<file path="config.mk">
export PLATFORM = sky130hd
export DESIGN_NAME = ssd_digitizer
export DESIGN_NICKNAME = d
export VERILOG_FILES = /design/src/core/ssd_pkg.sv /design/src/core/ssd_digitizer.sv
export SDC_FILE = /design/constraint.sdc
export NUM_CORES = 1
export LEC_CHECK = 0
export CELL_PAD_IN_SITES_DETAIL_PLACEMENT = 1
export CELL_PAD_IN_SITES_GLOBAL_PLACEMENT = 1
export CORE_MARGIN = 4
export CORE_UTILIZATION = 50
export CTS_CLUSTER_SIZE = 40
export DETAILED_ROUTE_END_ITERATION = 16
export DONT_BUFFER_PORTS = 1
export GPL_ROUTABILITY_DRIVEN = 0
export PLACE_DENSITY_LB_ADDON = 0.1
export SLEW_MARGIN = 20
export SYNTH_ARGS = -nofsm -noshare
export SYNTH_HDL_FRONTEND = slang
export SYNTH_SLANG_ARGS = --single-unit
</file>
<file path="constraint.sdc">
create_clock -name mclk -period 4.85 [get_ports mclk]
set_clock_uncertainty 0.15 [all_clocks]
set_input_delay 0.485 -clock mclk [delete_from_list [all_inputs] [get_ports mclk]]
set_output_delay 0.485 -clock mclk [all_outputs]
set_load 0.02 [all_outputs]
</file>
<file path="src/core/ssd_pkg.sv">
// Package for the star and sun sensor digitizer: constants and carrier types
package ssd_pkg;
   localparam int TIME_W = 16;
   localparam int STAR_TRANSIT_W = 8;
   localparam int SUN_TRANSIT_W = 10;
   localparam int STEP_W = 4;
   localparam logic [STEP_W-1:0] STEP_MAX = 4'hf;
   localparam logic [STEP_W-1:0] STEP_MIN = 4'h0;
   localparam logic [STEP_W-1:0] STEP_RESET = 4'h8;
   localparam logic [3:0] STAR_TARGET = 4'h6;
   localparam logic [1:0] SLITS_STAR = 2'h3;
   localparam logic [4:0] PULSE_LIMIT = 5'h12;
   localparam real TICK_US = 26.7;
   localparam real CLK_NS = 5.0;
   localparam int FIFO_DEPTH = 16;
   typedef enum logic [1:0] {
      SSD_KIND_STAR = 2'h0,
      SSD_KIND_SUN_ON = 2'h1,
      SSD_KIND_SUN_OFF = 2'h2,
      SSD_KIND_LABEL = 2'h3
   } ssd_kind_t;
   typedef struct packed {
      ssd_kind_t kind;
      logic [0:0] slit;
      logic [TIME_W-1:0] stamp;
      logic [SUN_TRANSIT_W-1:0] width;
      logic [STEP_W-1:0] mag;
   } ssd_rec_t;
   localparam int REC_W = $bits(ssd_rec_t);
endpackage

</file>
<file path="src/core/ssd_digitizer.sv">
// Star and sun sensor digitizer with its record FIFO
`timescale 1ns/1ps

module ssd_fifo #(
   parameter int WIDTH = 8,
   parameter int DEPTH = 16
) (
   // Clock and reset
   input wire logic mclk,
   input wire logic rstn,
   // Fill side
   input wire logic in_valid,
   output logic in_ready,
   input wire logic [WIDTH-1:0] in_data,
   // Drain side
   output logic out_valid,
   input wire logic out_ready,
   output logic [WIDTH-1:0] out_data
);
   localparam int AW = $clog2(DEPTH);
   logic [WIDTH-1:0] mem [DEPTH];
   logic [AW:0] wr_ptr;
   logic [AW:0] rd_ptr;
   wire push = in_valid && in_ready;
   wire pop = out_valid && out_ready;
   wire [AW:0] fill = wr_ptr - rd_ptr;
   // Honest full and empty from pointer distance
   assign in_ready = (fill != (AW+1)'(DEPTH));
   assign out_valid = (fill != '0);
   assign out_data = mem[rd_ptr[AW-1:0]];
   // Storage has no reset; only pointers are control state
   always_ff @(posedge mclk) begin
      if (push) begin
         mem[wr_ptr[AW-1:0]] <= in_data;
      end
   end
   always_ff @(posedge mclk or negedge rstn) begin
      if (!rstn) begin
         wr_ptr <= '0;
         rd_ptr <= '0;
      end else begin
         wr_ptr <= wr_ptr + (AW+1)'(push);
         rd_ptr <= rd_ptr + (AW+1)'(pop);
      end
   end

   // Fill never passes the depth; a wrap here would corrupt stored records
   AST_FIFO_CAP: assert property (@(posedge mclk) disable iff (!rstn)
      fill <= (AW+1)'(DEPTH)) else $error("fifo fill beyond depth");
endmodule

module ssd_digitizer #(
   parameter int TIME_W = ssd_pkg::TIME_W,
   parameter int DEPTH = ssd_pkg::FIFO_DEPTH
) (
   // Clock and reset
   input wire logic mclk,
   input wire logic rstn,
   // Timing unit
   input wire logic [TIME_W-1:0] sys_time,
   input wire logic time_tick,
   input wire logic rev_start,
   // Sensors and windows
   input wire logic star_pulse,
   input wire logic sun_slit0,
   input wire logic sun_slit1,
   input wire logic sun_select,
   input wire logic space_window,
   // Threshold step to the variable threshold unit
   output logic [ssd_pkg::STEP_W-1:0] thresh_step,
   // Record stream to storage
   output logic rec_valid,
   input wire logic rec_ready,
   output ssd_pkg::ssd_rec_t rec_data,
   output logic rec_dropped
);
   // Synchroniser stages: first stage read only by the second
   logic [6:0] sync1;
   logic [6:0] sync2;
   logic [6:0] prev;
   wire [6:0] raw = {rev_start, time_tick, space_window, sun_select, sun_slit1, sun_slit0,
                     star_pulse};
   always_ff @(posedge mclk or negedge rstn) begin
      if (!rstn) begin
         sync1 <= '0;
         sync2 <= '0;
         prev <= '0;
      end else begin
         sync1 <= raw;
         sync2 <= sync1;
         prev <= sync2;
      end
   end
   wire [6:0] rise = sync2 & ~prev;
   wire [6:0] fall = ~sync2 & prev;
   wire s_window = sync2[4];
   wire s_sun = sync2[3];
   wire tick = rise[5];
   wire rev = rise[6];

   // Revolution star and pulse bookkeeping
   logic [4:0] pulse_cnt;
   logic [1:0] slit_idx;
   logic [3:0] star_cnt;
   logic [ssd_pkg::STEP_W-1:0] step;
   logic star_active;
   logic [TIME_W-1:0] star_time;
   logic [ssd_pkg::STAR_TRANSIT_W-1:0] star_width;
   logic star_keep;
   wire star_ok = !s_sun && s_window;
   wire star_lead = rise[0] && star_ok;
   wire star_trail = fall[0] && star_active;
   // Every seen pulse feeds the threshold; only the first eighteen are stored,
   // otherwise a crowded sky could never push the threshold up
   wire star_emit = star_trail && star_keep;
   // Star count saturates so a very dense revolution cannot wrap to a low count
   wire star_done = (slit_idx == 2'h2) && star_trail && (star_cnt != 4'hf);
   wire [3:0] total_stars = star_cnt + 4'(star_done);
   wire step_up = (total_stars > ssd_pkg::STAR_TARGET) && (step != ssd_pkg::STEP_MAX);
   wire step_dn = (total_stars < ssd_pkg::STAR_TARGET) && (step != ssd_pkg::STEP_MIN);
   assign thresh_step = step;

   // Star capture: lead latches time, ticks count width, trail emits
   always_ff @(posedge mclk or negedge rstn) begin
      if (!rstn) begin
         star_active <= 1'b0;
         star_keep <= 1'b0;
         star_time <= '0;
         star_width <= '0;
      end else if (star_lead) begin
         star_active <= 1'b1;
         // Store decision is taken at the lead so a pulse is kept whole or not at all
         star_keep <= (pulse_cnt < ssd_pkg::PULSE_LIMIT);
         star_time <= sys_time;
         star_width <= '0;
      end else if (star_trail) begin
         star_active <= 1'b0;
      end else if (star_active && tick && (star_width != '1)) begin
         star_width <= star_width + 1'b1;
      end
   end

   // Revolution counters and threshold stepping
   always_ff @(posedge mclk or negedge rstn) begin
      if (!rstn) begin
         pulse_cnt <= '0;
         slit_idx <= '0;
         star_cnt <= '0;
         step <= ssd_pkg::STEP_RESET;
      end else if (rev) begin
         pulse_cnt <= '0;
         slit_idx <= '0;
         star_cnt <= '0;
         if (step_up) begin
            step <= step + 1'b1;
         end else if (step_dn) begin
            step <= step - 1'b1;
         end
      end else if (star_trail) begin
         pulse_cnt <= pulse_cnt + 5'(star_keep);
         // Three slit pulses make one star
         slit_idx <= (slit_idx == 2'h2) ? 2'h0 : slit_idx + 1'b1;
         star_cnt <= total_stars;
      end
   end

   // Sun sensor: both slits, on and off edges, 10-bit transit
   logic [1:0] sun_on;
   logic [ssd_pkg::SUN_TRANSIT_W-1:0] sun_width [2];
   logic label_due;
   genvar g;
   generate
      for (g = 0; g < 2; g++) begin : g_sun
         always_ff @(posedge mclk or negedge rstn) begin
            if (!rstn) begin
               sun_on[g] <= 1'b0;
               sun_width[g] <= '0;
            end else if (rise[1+g] && s_sun) begin
               sun_on[g] <= 1'b1;
               sun_width[g] <= '0;
            end else if (fall[1+g]) begin
               sun_on[g] <= 1'b0;
            end else if (sun_on[g] && tick && (sun_width[g] != '1)) begin
               sun_width[g] <= sun_width[g] + 1'b1;
            end
         end
      end
   endgenerate

   // Record select; one event per cycle, star first, label last
   wire sun_on_ev0 = rise[1] && s_sun;
   wire sun_on_ev1 = rise[2] && s_sun;
   wire sun_off_ev0 = fall[1] && sun_on[0];
   wire sun_off_ev1 = fall[2] && sun_on[1];
   ssd_pkg::ssd_rec_t next_rec;
   logic next_push;
   always_comb begin
      next_rec = '0;
      next_push = 1'b0;
      next_rec.mag = step;
      next_rec.stamp = sys_time;
      if (star_emit) begin
         next_push = 1'b1;
         next_rec.kind = ssd_pkg::SSD_KIND_STAR;
         next_rec.stamp = star_time;
         next_rec.width = ssd_pkg::SUN_TRANSIT_W'(star_width);
      end else if (sun_on_ev0 || sun_on_ev1) begin
         next_push = 1'b1;
         next_rec.kind = ssd_pkg::SSD_KIND_SUN_ON;
         next_rec.slit = sun_on_ev1 && !sun_on_ev0;
      end else if (sun_off_ev0 || sun_off_ev1) begin
         next_push = 1'b1;
         next_rec.kind = ssd_pkg::SSD_KIND_SUN_OFF;
         next_rec.slit = sun_off_ev1 && !sun_off_ev0;
         next_rec.width = next_rec.slit ? sun_width[1] : sun_width[0];
      end else if (label_due) begin
         next_push = 1'b1;
         next_rec.kind = ssd_pkg::SSD_KIND_LABEL;
      end
   end

   // Label waits for a free cycle; rare coincident sun edges keep the lower slit
   always_ff @(posedge mclk or negedge rstn) begin
      if (!rstn) begin
         label_due <= 1'b0;
      end else if (rev && s_sun) begin
         label_due <= 1'b1;
      end else if (next_push && (next_rec.kind == ssd_pkg::SSD_KIND_LABEL)) begin
         label_due <= 1'b0;
      end
   end

   // Register record into FIFO; full FIFO drops and flags
   logic push_q;
   ssd_pkg::ssd_rec_t rec_q;
   logic fifo_ready;
   logic out_v;
   ssd_pkg::ssd_rec_t out_d;
   // Pop only when the output slice loads, else a stalled slice loses a word
   wire take = out_v && (!rec_valid || rec_ready);
   always_ff @(posedge mclk or negedge rstn) begin
      if (!rstn) begin
         push_q <= 1'b0;
         rec_q <= '0;
         rec_dropped <= 1'b0;
      end else begin
         push_q <= next_push;
         rec_q <= next_rec;
         rec_dropped <= push_q && !fifo_ready;
      end
   end
   ssd_fifo #(.WIDTH(ssd_pkg::REC_W), .DEPTH(DEPTH)) u_fifo (
      .mclk(mclk),
      .rstn(rstn),
      .in_valid(push_q),
      .in_ready(fifo_ready),
      .in_data(rec_q),
      .out_valid(out_v),
      .out_ready(take),
      .out_data(out_d)
   );
   // Output stage is a skid-free register slice
   always_ff @(posedge mclk or negedge rstn) begin
      if (!rstn) begin
         rec_valid <= 1'b0;
         rec_data <= '0;
      end else if (!rec_valid || rec_ready) begin
         rec_valid <= out_v;
         rec_data <= out_d;
      end
   end

   // Checks
   AST_STEP_UP: assert property (@(posedge mclk) disable iff (!rstn)
      rev && step_up |=> step == $past(step) + 1'b1) else $error("step not raised");
   AST_STEP_DN: assert property (@(posedge mclk) disable iff (!rstn)
      rev && step_dn |=> step == $past(step) - 1'b1) else $error("step not lowered");
   AST_STEP_HOLD: assert property (@(posedge mclk) disable iff (!rstn)
      !rev |=> $stable(step)) else $error("step moved mid revolution");
   AST_LEAD_TIME: assert property (@(posedge mclk) disable iff (!rstn)
      star_lead |=> star_time == $past(sys_time)) else $error("time not captured");
   AST_WIDTH: assert property (@(posedge mclk) disable iff (!rstn)
      star_active && !star_lead && !star_trail && !tick |=> $stable(star_width))
      else $error("width moved without tick");
   AST_EMIT: assert property (@(posedge mclk) disable iff (!rstn)
      star_emit |=> push_q && rec_q.kind == ssd_pkg::SSD_KIND_STAR)
      else $error("star record not emitted");
   AST_LIMIT: assert property (@(posedge mclk) disable iff (!rstn)
      pulse_cnt <= ssd_pkg::PULSE_LIMIT) else $error("too many star pulses");
   // Store decision follows the count of pulses already stored
   AST_KEEP: assert property (@(posedge mclk) disable iff (!rstn)
      star_lead |=> star_keep == ($past(pulse_cnt) < ssd_pkg::PULSE_LIMIT))
      else $error("store decision wrong");
   AST_WINDOW: assert property (@(posedge mclk) disable iff (!rstn)
      star_lead |-> s_window && !s_sun) else $error("star outside window");
   AST_CLEAR: assert property (@(posedge mclk) disable iff (!rstn)
      rev |=> star_cnt == 4'h0 && pulse_cnt == 5'h00) else $error("counter not cleared");
   // Sun records carry the live time on entry and the ten-bit width on exit
   AST_SUN_ON: assert property (@(posedge mclk) disable iff (!rstn)
      sun_on_ev0 && !star_emit |=> push_q && rec_q.kind == ssd_pkg::SSD_KIND_SUN_ON
      && rec_q.stamp == $past(sys_time)) else $error("sun on record wrong");
   AST_SUN_OFF: assert property (@(posedge mclk) disable iff (!rstn)
      sun_off_ev0 && !star_emit && !sun_on_ev0 && !sun_on_ev1 |=> push_q
      && rec_q.kind == ssd_pkg::SSD_KIND_SUN_OFF && rec_q.width == $past(sun_width[0]))
      else $error("sun off record wrong");
   // Label request set wins over a label leaving in the same cycle
   AST_LABEL: assert property (@(posedge mclk) disable iff (!rstn)
      rev && s_sun |=> label_due) else $error("label not pending");
   AST_MAG: assert property (@(posedge mclk) disable iff (!rstn)
      push_q |-> rec_q.mag == $past(step)) else $error("magnitude not step");
endmodule

</file>
==> results.toml, run 1 <==
[power_and_ir_drop]
power.density_cell_area_mw_per_mm2 = 569.9
switchingPower_uw = 5230
p_leak_uw = 0.01074
vdd_drop_max_v = 0.0003811
p_comb_frac = 0.236
pwr-share-seq = 0.449
cellInternalPower_uw = 12060
p_clk_frac = 0.316
swShare = 0.3025

[grt]
pin_count_of_the_biggest_net_entering_global_routing = 163
grt-ovfl-total = 0
grt_antenna_before_repair = 5
vias_in_the_first_global_route = 15040
globalRouteTotalUtil = 0.2332
grt_pass1_wl_um = 98470

[worst_setup_path]
critPathRequiredTime_ns = 5.22
path_cells = "and3b_1, and4b_1, ha_1, ha_1, inv_1, o22ai_1, a221o_1, nand3_1, ha_1, a21o_1, a21oi_1, or3b_1, mux2i_1, xor2_1"
crit_fanout = 12
timing.critical_path.mode_cell = "ha_1"
crit_path_max_incr_delay_ns = 0.43
start_kind = "register"
kind_of_end_point_of_the_critical_path = "register"
cpLargestDelayFamily = "simple AND/OR/NAND/NOR gates"
critical_path_arrival_ns = 3.97
crit_type = "register to register"
critPathBufInv = 1
library_cell_contributing_the_largest_single_delay_on_the_critical_path = "dfrtp_1"

[placement]
port_buf_inserts = 0
preCtsSetupSlack_ns = 1.243
dpl_cell_area_mm2 = 0.02771
post-place-cells = 2105
dp_hpwl_um = 35230

[run_status]
run_status = "finished clean"

[logic_synthesis]
synth_cell_types = 58
ys_seq_elements = 690
yosys.area.top_type = "edfxtp_1"
synth.area.top_cells = "edfxtp_1, dfrtp_1, mux4_2, nor2_1, mux2i_1"
cell_count_after_synthesis = 1470
yosysSeqAreaShare = 0.7418
netlist.area_leader.share = 0.5907
mappedNetlistArea_mm2 = 0.02684
synth-edff-count = 528
yosysWarnings = 0
postSynthNetCount = 1514
avg_synthesized_cell_area_um2 = 18.26
synth_flop_cell = "edfxtp_1"
async_flop_share = 0.2348

[timing]
hold_violation_total_from_the_final_report = 0
finalWorstSetupSlack_ns = 1.253
timing.final.max_slew_violations = 0
clock.fmax_mhz = 278.0
timing.slew.headroom = 0.2909
max_slew.worst_pin.slew_ns = 1.060
period_share = 0.7416
period_minus_slack_ns = 3.597
finalSetupViolCount = 0
holdWs_ns = 0.06358
setup_tns_ns = 0
rsz0062_at_grt = "no"

[cts]
clock-sinks = 690
cts.path.max_buffers = 3
clock_insertion_delay_worst_skew_ns = 0.60
clk_transition_reported_paths_ns = 0.06
tritoncts.num_buffers = 72
cts_tree = "yes"
cts-root-buf = "clkbuf_16"
ctsHtreeMaxLevel = 3

[drt]
drt-met1-wl_um = 27500
dr_wl_met3_um = 4058
wire_per_inst_um = 28.69
drt_first_pass_iters = 5
routed.top_layer = "met5"
drtAntennaViolNets = 0
met2RoutedLength_um = 32160
route.vias.total = 13780
post_dr_vias_cell = 6.089
routed_wire_length_um = 64930
dr.first_iter.drc_count = 1091
drcViolationCount = 0

[floorplan]
floorplan.die.width_um = 239.7
initial_core_util = 0.5077
core_region_area_mm2 = 0.05287
die_h_um = 239.7
io_pins = 65
fp.dieArea_mm2 = 0.05745
row_count = 84

[cells_and_area]
nets = 1561
drive_above_1_share = 0.2114
fillers = 4604
stdcell_count = 2263
final_design_area_no_fill_mm2 = 0.03034
antenna_cells_inserted = 0
flow.area_growth_from_synthesis_pct = 13.03

[flow_run]
drv_cap = 0

[min_path]
worst_hold_path_type = "primary input to register"
-- cell families after synthesis --
| group | synth area share |
|---|---|
| DFF | 0.7418 |
| AOI/OAI and AO/OA | 0.02946 |
| and+or+nand+nor | 0.05407 |
| buffers and inverters | 0.01436 |
| muxes | 0.1396 |
| xor gates and xnor gates | 0.01203 |
| adders and majority gates | 0.008670 |
-- layout make-up --
class | instances | area [µm²] | area share
Timing Repair Buffer | 54 | 514.2 | 0.01695
Inverter | 6 | 23.77 | 0.0007836
Multi-Input combinational cell | 693 | 6666 | 0.2197
Clock buffer | 98 | 2044 | 0.06739
Tap cell | 688 | 860.8 | 0.02837
Sequential cell | 690 | 19920 | 0.6566
Clock inverter | 34 | 309.0 | 0.01019
-- path summary, 6_finish.rpt --
kind                            from                to  slack (ns)  cells after the start
max                          prev[0]    thresh_step[3]        1.25                     14
min                        rec_ready  u_fifo.rd_ptr[0]        0.06                      3
max reg2reg                  prev[0]    thresh_step[3]        1.25                     14
min reg2reg                 sync1[1]          sync2[1]        0.20                      0
max in group asynchronous       rstn  u_fifo.rd_ptr[1]        3.26                      2
min in group asynchronous       rstn          sync1[6]        0.42                      2
-- timing repair --
| action | CTS | global route |
|---|---|---|
| setup buffers | 0 | 0 |
| endpoints found under the hold margin | 201 | 0 |
| resized for setup | 0 | 0 |
| hold buffers | 25 | 0 |
-- synthesized netlist by cell type (4+ instances only) --
| library cell | n |
|---|---|
| nand2_1 | 39 |
| a31oi_1 | 25 |
| mux4_2 | 132 |
| dfrtp_1 | 161 |
| a21oi_1 | 25 |
| nand2b_1 | 5 |
| xnor2_1 | 13 |
| nor2_1 | 152 |
| o21ai_1 | 12 |
| ha_1 | 17 |
| clkbuf_1 | 43 |
| o22ai_1 | 35 |
| xor2_1 | 22 |
| nor2b_1 | 12 |
| edfxtp_1 | 528 |
| buf_4 | 6 |
| buf_1 | 8 |
| a22oi_1 | 10 |
| and2_1 | 6 |
| nand3_1 | 27 |
| mux2_2 | 33 |
| inv_1 | 6 |
| nor2_2 | 10 |
| and3_1 | 5 |
| nand4_1 | 20 |
| nor3_1 | 11 |
| and4_1 | 4 |
| nor4_1 | 4 |
| mux2i_1 | 38 |
| buf_2 | 23 |
-- state kept, by name, indices dropped and copies added (netlist names), 2 cells and up --
name           flops
sync1              7
prev               5
rec_data          33
pulse_cnt          5
thresh_step        4
sync2              7
u_fifo.rd_ptr      5
u_fifo.wr_ptr      5
star_time         16
u_fifo.mem       528
star_cnt           4
slit_idx           2
sun_width         20
rec_q             33
star_width         8
sun_on             2
-- worst min-delay path, delay by kind of cell --
family,cells,cell delay [ns]
adder cells (fa/ha/maj),1,0.13
AND/OR/NAND/NOR,2,0.14
-- routing by layer --
layer / up-vias / GRT usage
li1: 5873 / -
met1: 7424 / 0.3293
met2: 386 / 0.3816
met3: 95 / 0.05147
met4: 2 / 0.04802
met5: - / 0
-- power groups by stage --
stage               combinational (µW)  sequential [µW]  clock, µW
finish                            4080             7760       5460
global route                      4430             7830       5860
CTS                               4160             7770       5590
detailed placement                4080             7880          0
global placement                  4030             7830          0
floorplan                         2990             7650          0
-- cell usage in the layout (no fill, tap or decap), types with 6 or more instances in the layout --
| cell | n |
|---|---|
| buf_4 | 26 |
| nor2_4 | 15 |
| o21ai_1 | 12 |
| clkbuf_16 | 76 |
| mux2i_1 | 38 |
| dfrtp_1 | 158 |
| o22ai_1 | 35 |
| edfxtp_1 | 528 |
| nor2b_1 | 11 |
| clkbuf_1 | 16 |
| a31oi_1 | 25 |
| clkinv_2 | 13 |
| xor2_1 | 22 |
| clkinv_1 | 6 |
| ha_1 | 17 |
| nand4_1 | 20 |
| a22oi_1 | 10 |
| and2_1 | 6 |
| xnor2_1 | 13 |
| clkbuf_8 | 6 |
| nand3_1 | 27 |
| nor2_1 | 147 |
| mux2_2 | 33 |
| nand2_1 | 38 |
| dlygate4sd3_1 | 24 |
| mux4_2 | 132 |
| a21oi_1 | 25 |
| nor3_1 | 11 |
-- stage by stage --
step	utilization	power (µW)
floorplan	-	10640
global placement	0.5240	11860
detailed placement	0.5241	11960
CTS	0.5737	17510
global route	0.5739	18120
finish	0.5739	17290
No activity file was read; power rests on OpenSTA's default activity.
==> run 2, diff against run 1 <==
Settings changed: CORE_UTILIZATION 50 to 55.
Clock period 4.85 ns to 3.57 ns, I/O delays scaled along.
==> run 2 against run 1 <==
Net effect: largest power group unchanged; register-to-register slack got worse by 1.0 ns; critical endpoint unchanged; combinational power increased by 38%; non-clock buffer count increased by 16; cell count decreased by 2.7%; clock power increased by 33%; sequential share of layout area increased by 0.081 points; routed wire length decreased by 3.5%; the flow now finishes with violations (negative hold slack); worst setup slack got worse by 1.0 ns; via count decreased by 0.19%.
==> results.toml, run 2 (same netlist as run 1, synthesis figures left out) <==
[timing]
max_slew.worst_pin.slew_ns = 1.111
hold_violation_total_from_the_final_report = 162
timing.slew.headroom = 0.2573
clock.fmax_mhz = 298.3
finalWorstSetupSlack_ns = 0.2180
period_minus_slack_ns = 3.352
timing.final.max_slew_violations = 0
setup_tns_ns = 0
rsz0062_at_grt = "no"
holdWs_ns = -0.6863
period_share = 0.9389
finalSetupViolCount = 0

[worst_setup_path]
timing.critical_path.mode_cell = "ha_1"
critical_path_arrival_ns = 3.72
path_cells = "and3b_1, and4b_1, ha_1, ha_1, inv_1, o22ai_1, a221o_1, nand3_1, ha_1, a21o_1, a21oi_1, or3b_1, mux2i_1, xor2_1"
critPathBufInv = 1
critPathRequiredTime_ns = 3.93
crit_type = "register to register"
reg2reg_setup_slack_ns = 0.22
kind_of_end_point_of_the_critical_path = "register"
start_kind = "register"
cpLargestDelayFamily = "simple AND/OR/NAND/NOR gates"
crit_path_max_incr_delay_ns = 0.42
crit_fanout = 4
library_cell_contributing_the_largest_single_delay_on_the_critical_path = "dfrtp_1"

[drt]
route.vias.total = 13754
drcViolationCount = 0
routed_wire_length_um = 62650
drtAntennaViolNets = 0
drt_first_pass_iters = 5
dr.first_iter.drc_count = 1287
post_dr_vias_cell = 6.246
wire_per_inst_um = 28.45

[flow_run]
drv_cap = 0

[min_path]
worst_hold_path_type = "primary input to async pin"

[cts]
ctsHtreeMaxLevel = 3
hold_buffers = 24
clock-sinks = 690
clock_insertion_delay_worst_skew_ns = 0.60
cts-root-buf = "clkbuf_16"
cts.path.max_buffers = 3
clk_transition_reported_paths_ns = 0.06
number_of_gates_given_a_new_drive_strength_after_cts = 0
cts_tree = "yes"
tritoncts.num_buffers = 70

[power_and_ir_drop]
vdd_drop_max_v = 0.0005379
switchingPower_uw = 6935
p_comb_frac = 0.240
swShare = 0.2968
cellInternalPower_uw = 16430
power.density_cell_area_mw_per_mm2 = 771.2
pwr-share-seq = 0.449
p_leak_uw = 0.01080
p_clk_frac = 0.311

[grt]
grt_antenna_before_repair = 2
grt_pass1_wl_um = 95490
pin_count_of_the_biggest_net_entering_global_routing = 163
globalRouteTotalUtil = 0.2437
grt-ovfl-total = 0
vias_in_the_first_global_route = 14779

[run_status]
failed_checks = "negative hold slack"
run_status = "complete, but fails checks"

[floorplan]
initial_core_util = 0.5598
fp.dieArea_mm2 = 0.05240
row_count = 80
floorplan.die.width_um = 228.9
die_h_um = 228.9
io_pins = 65
core_region_area_mm2 = 0.04795

[cells_and_area]
largest_register_ffs = 528
flow.area_growth_from_synthesis_pct = 12.89
commonest_cells_after_routing_fill_and_taps_aside = "edfxtp_1, dfrtp_1, nor2_1, mux4_2, clkbuf_16"
nets = 1575
antenna_cells_inserted = 0
final_common_cell = "edfxtp_1"
drive_above_1_share = 0.2124

[placement]
dp_hpwl_um = 36850
port_buf_inserts = 0
preCtsSetupSlack_ns = 0.1920
run 2: changes by cell type in the layout (fill, tap and decap cells not counted), sizes merged:
cell,change
buf,+16
clkbuf,+9
clkinv,-9
clkinvlp,-5
inv,+1
run 2: stage by stage:
| step | hold slack (ns) | cells | total power (µW) | utilization | instance area, µm² |
|---|---|---|---|---|---|
| 6_report | -0.6863 | 2202 | 23370 | 0.6320 | 30300 |
| 5_1_grt | -0.7312 | 2202 | 24460 | 0.6320 | 30300 |
| 4_1_cts | -0.7256 | 2201 | 23610 | 0.6318 | 30290 |
| 2_1_floorplan | -0.08859 | 1470 | 14480 | - | 26900 |
| 3_5_place_dp | -0.08274 | 2049 | 16310 | 0.5790 | 27760 |
| 3_3_place_gp | -0.08328 | 2049 | 16150 | 0.5790 | 27760 |
run 2: worst paths after layout:
path                            startpoint          endpoint  cells after the start
worst max-delay path               prev[0]    thresh_step[3]                     14
worst min-delay path                  rstn         rec_q[24]                      0
worst max register to register     prev[0]    thresh_step[3]                     14
worst min register to register    sync1[4]          sync2[4]                      0
max in group asynchronous             rstn  u_fifo.rd_ptr[0]                      0
min in group mclk               sun_select          sync1[3]                      1
run 2: timing repair:
action,in CTS,in global routing
buffers inserted,0,1
setup endpoints to repair,0,1
hold endpoints to repair,202,162
run 2: cell type report:
type                       count  area (µm²)
sequential                   690       19920
fill                        4041       17650
multi-input combinational    693        6661
clock buffer                 107        2074
tap                          615       769.5
timing repair buffer          70       635.6
clock inverter                21       216.5
inverter                       6       23.77
run 2: worst register-to-register path: cells and delay by family (launching register included):
kind            cells  cell delay, ns
buf+inv             1            0.05
simple gates        4            0.93
mux                 1            0.17
fa+ha+maj           3            0.86
xor+xnor            1            0.16
flops               1            0.42
compound gates      4            0.54
run 2: metal layers:
metal	share of wire	global-route usage	vias to the layer above
li1	-	-	5914
met4	0.022	0.06029	0
met3	0.054	0.03876	88
met1	0.42	0.3482	7362
met5	0	0	-
met2	0.50	0.4025	390
run 2: power groups by stage:
stage          clock network, µW  logic, µW  registers, µW
6_report                    7260       5620          10500
3_3_place_gp                   0       5530          10600
2_1_floorplan                  0       4090          10400
3_5_place_dp                   0       5640          10700
4_1_cts                     7400       5700          10500
5_1_grt                     7800       6080          10600
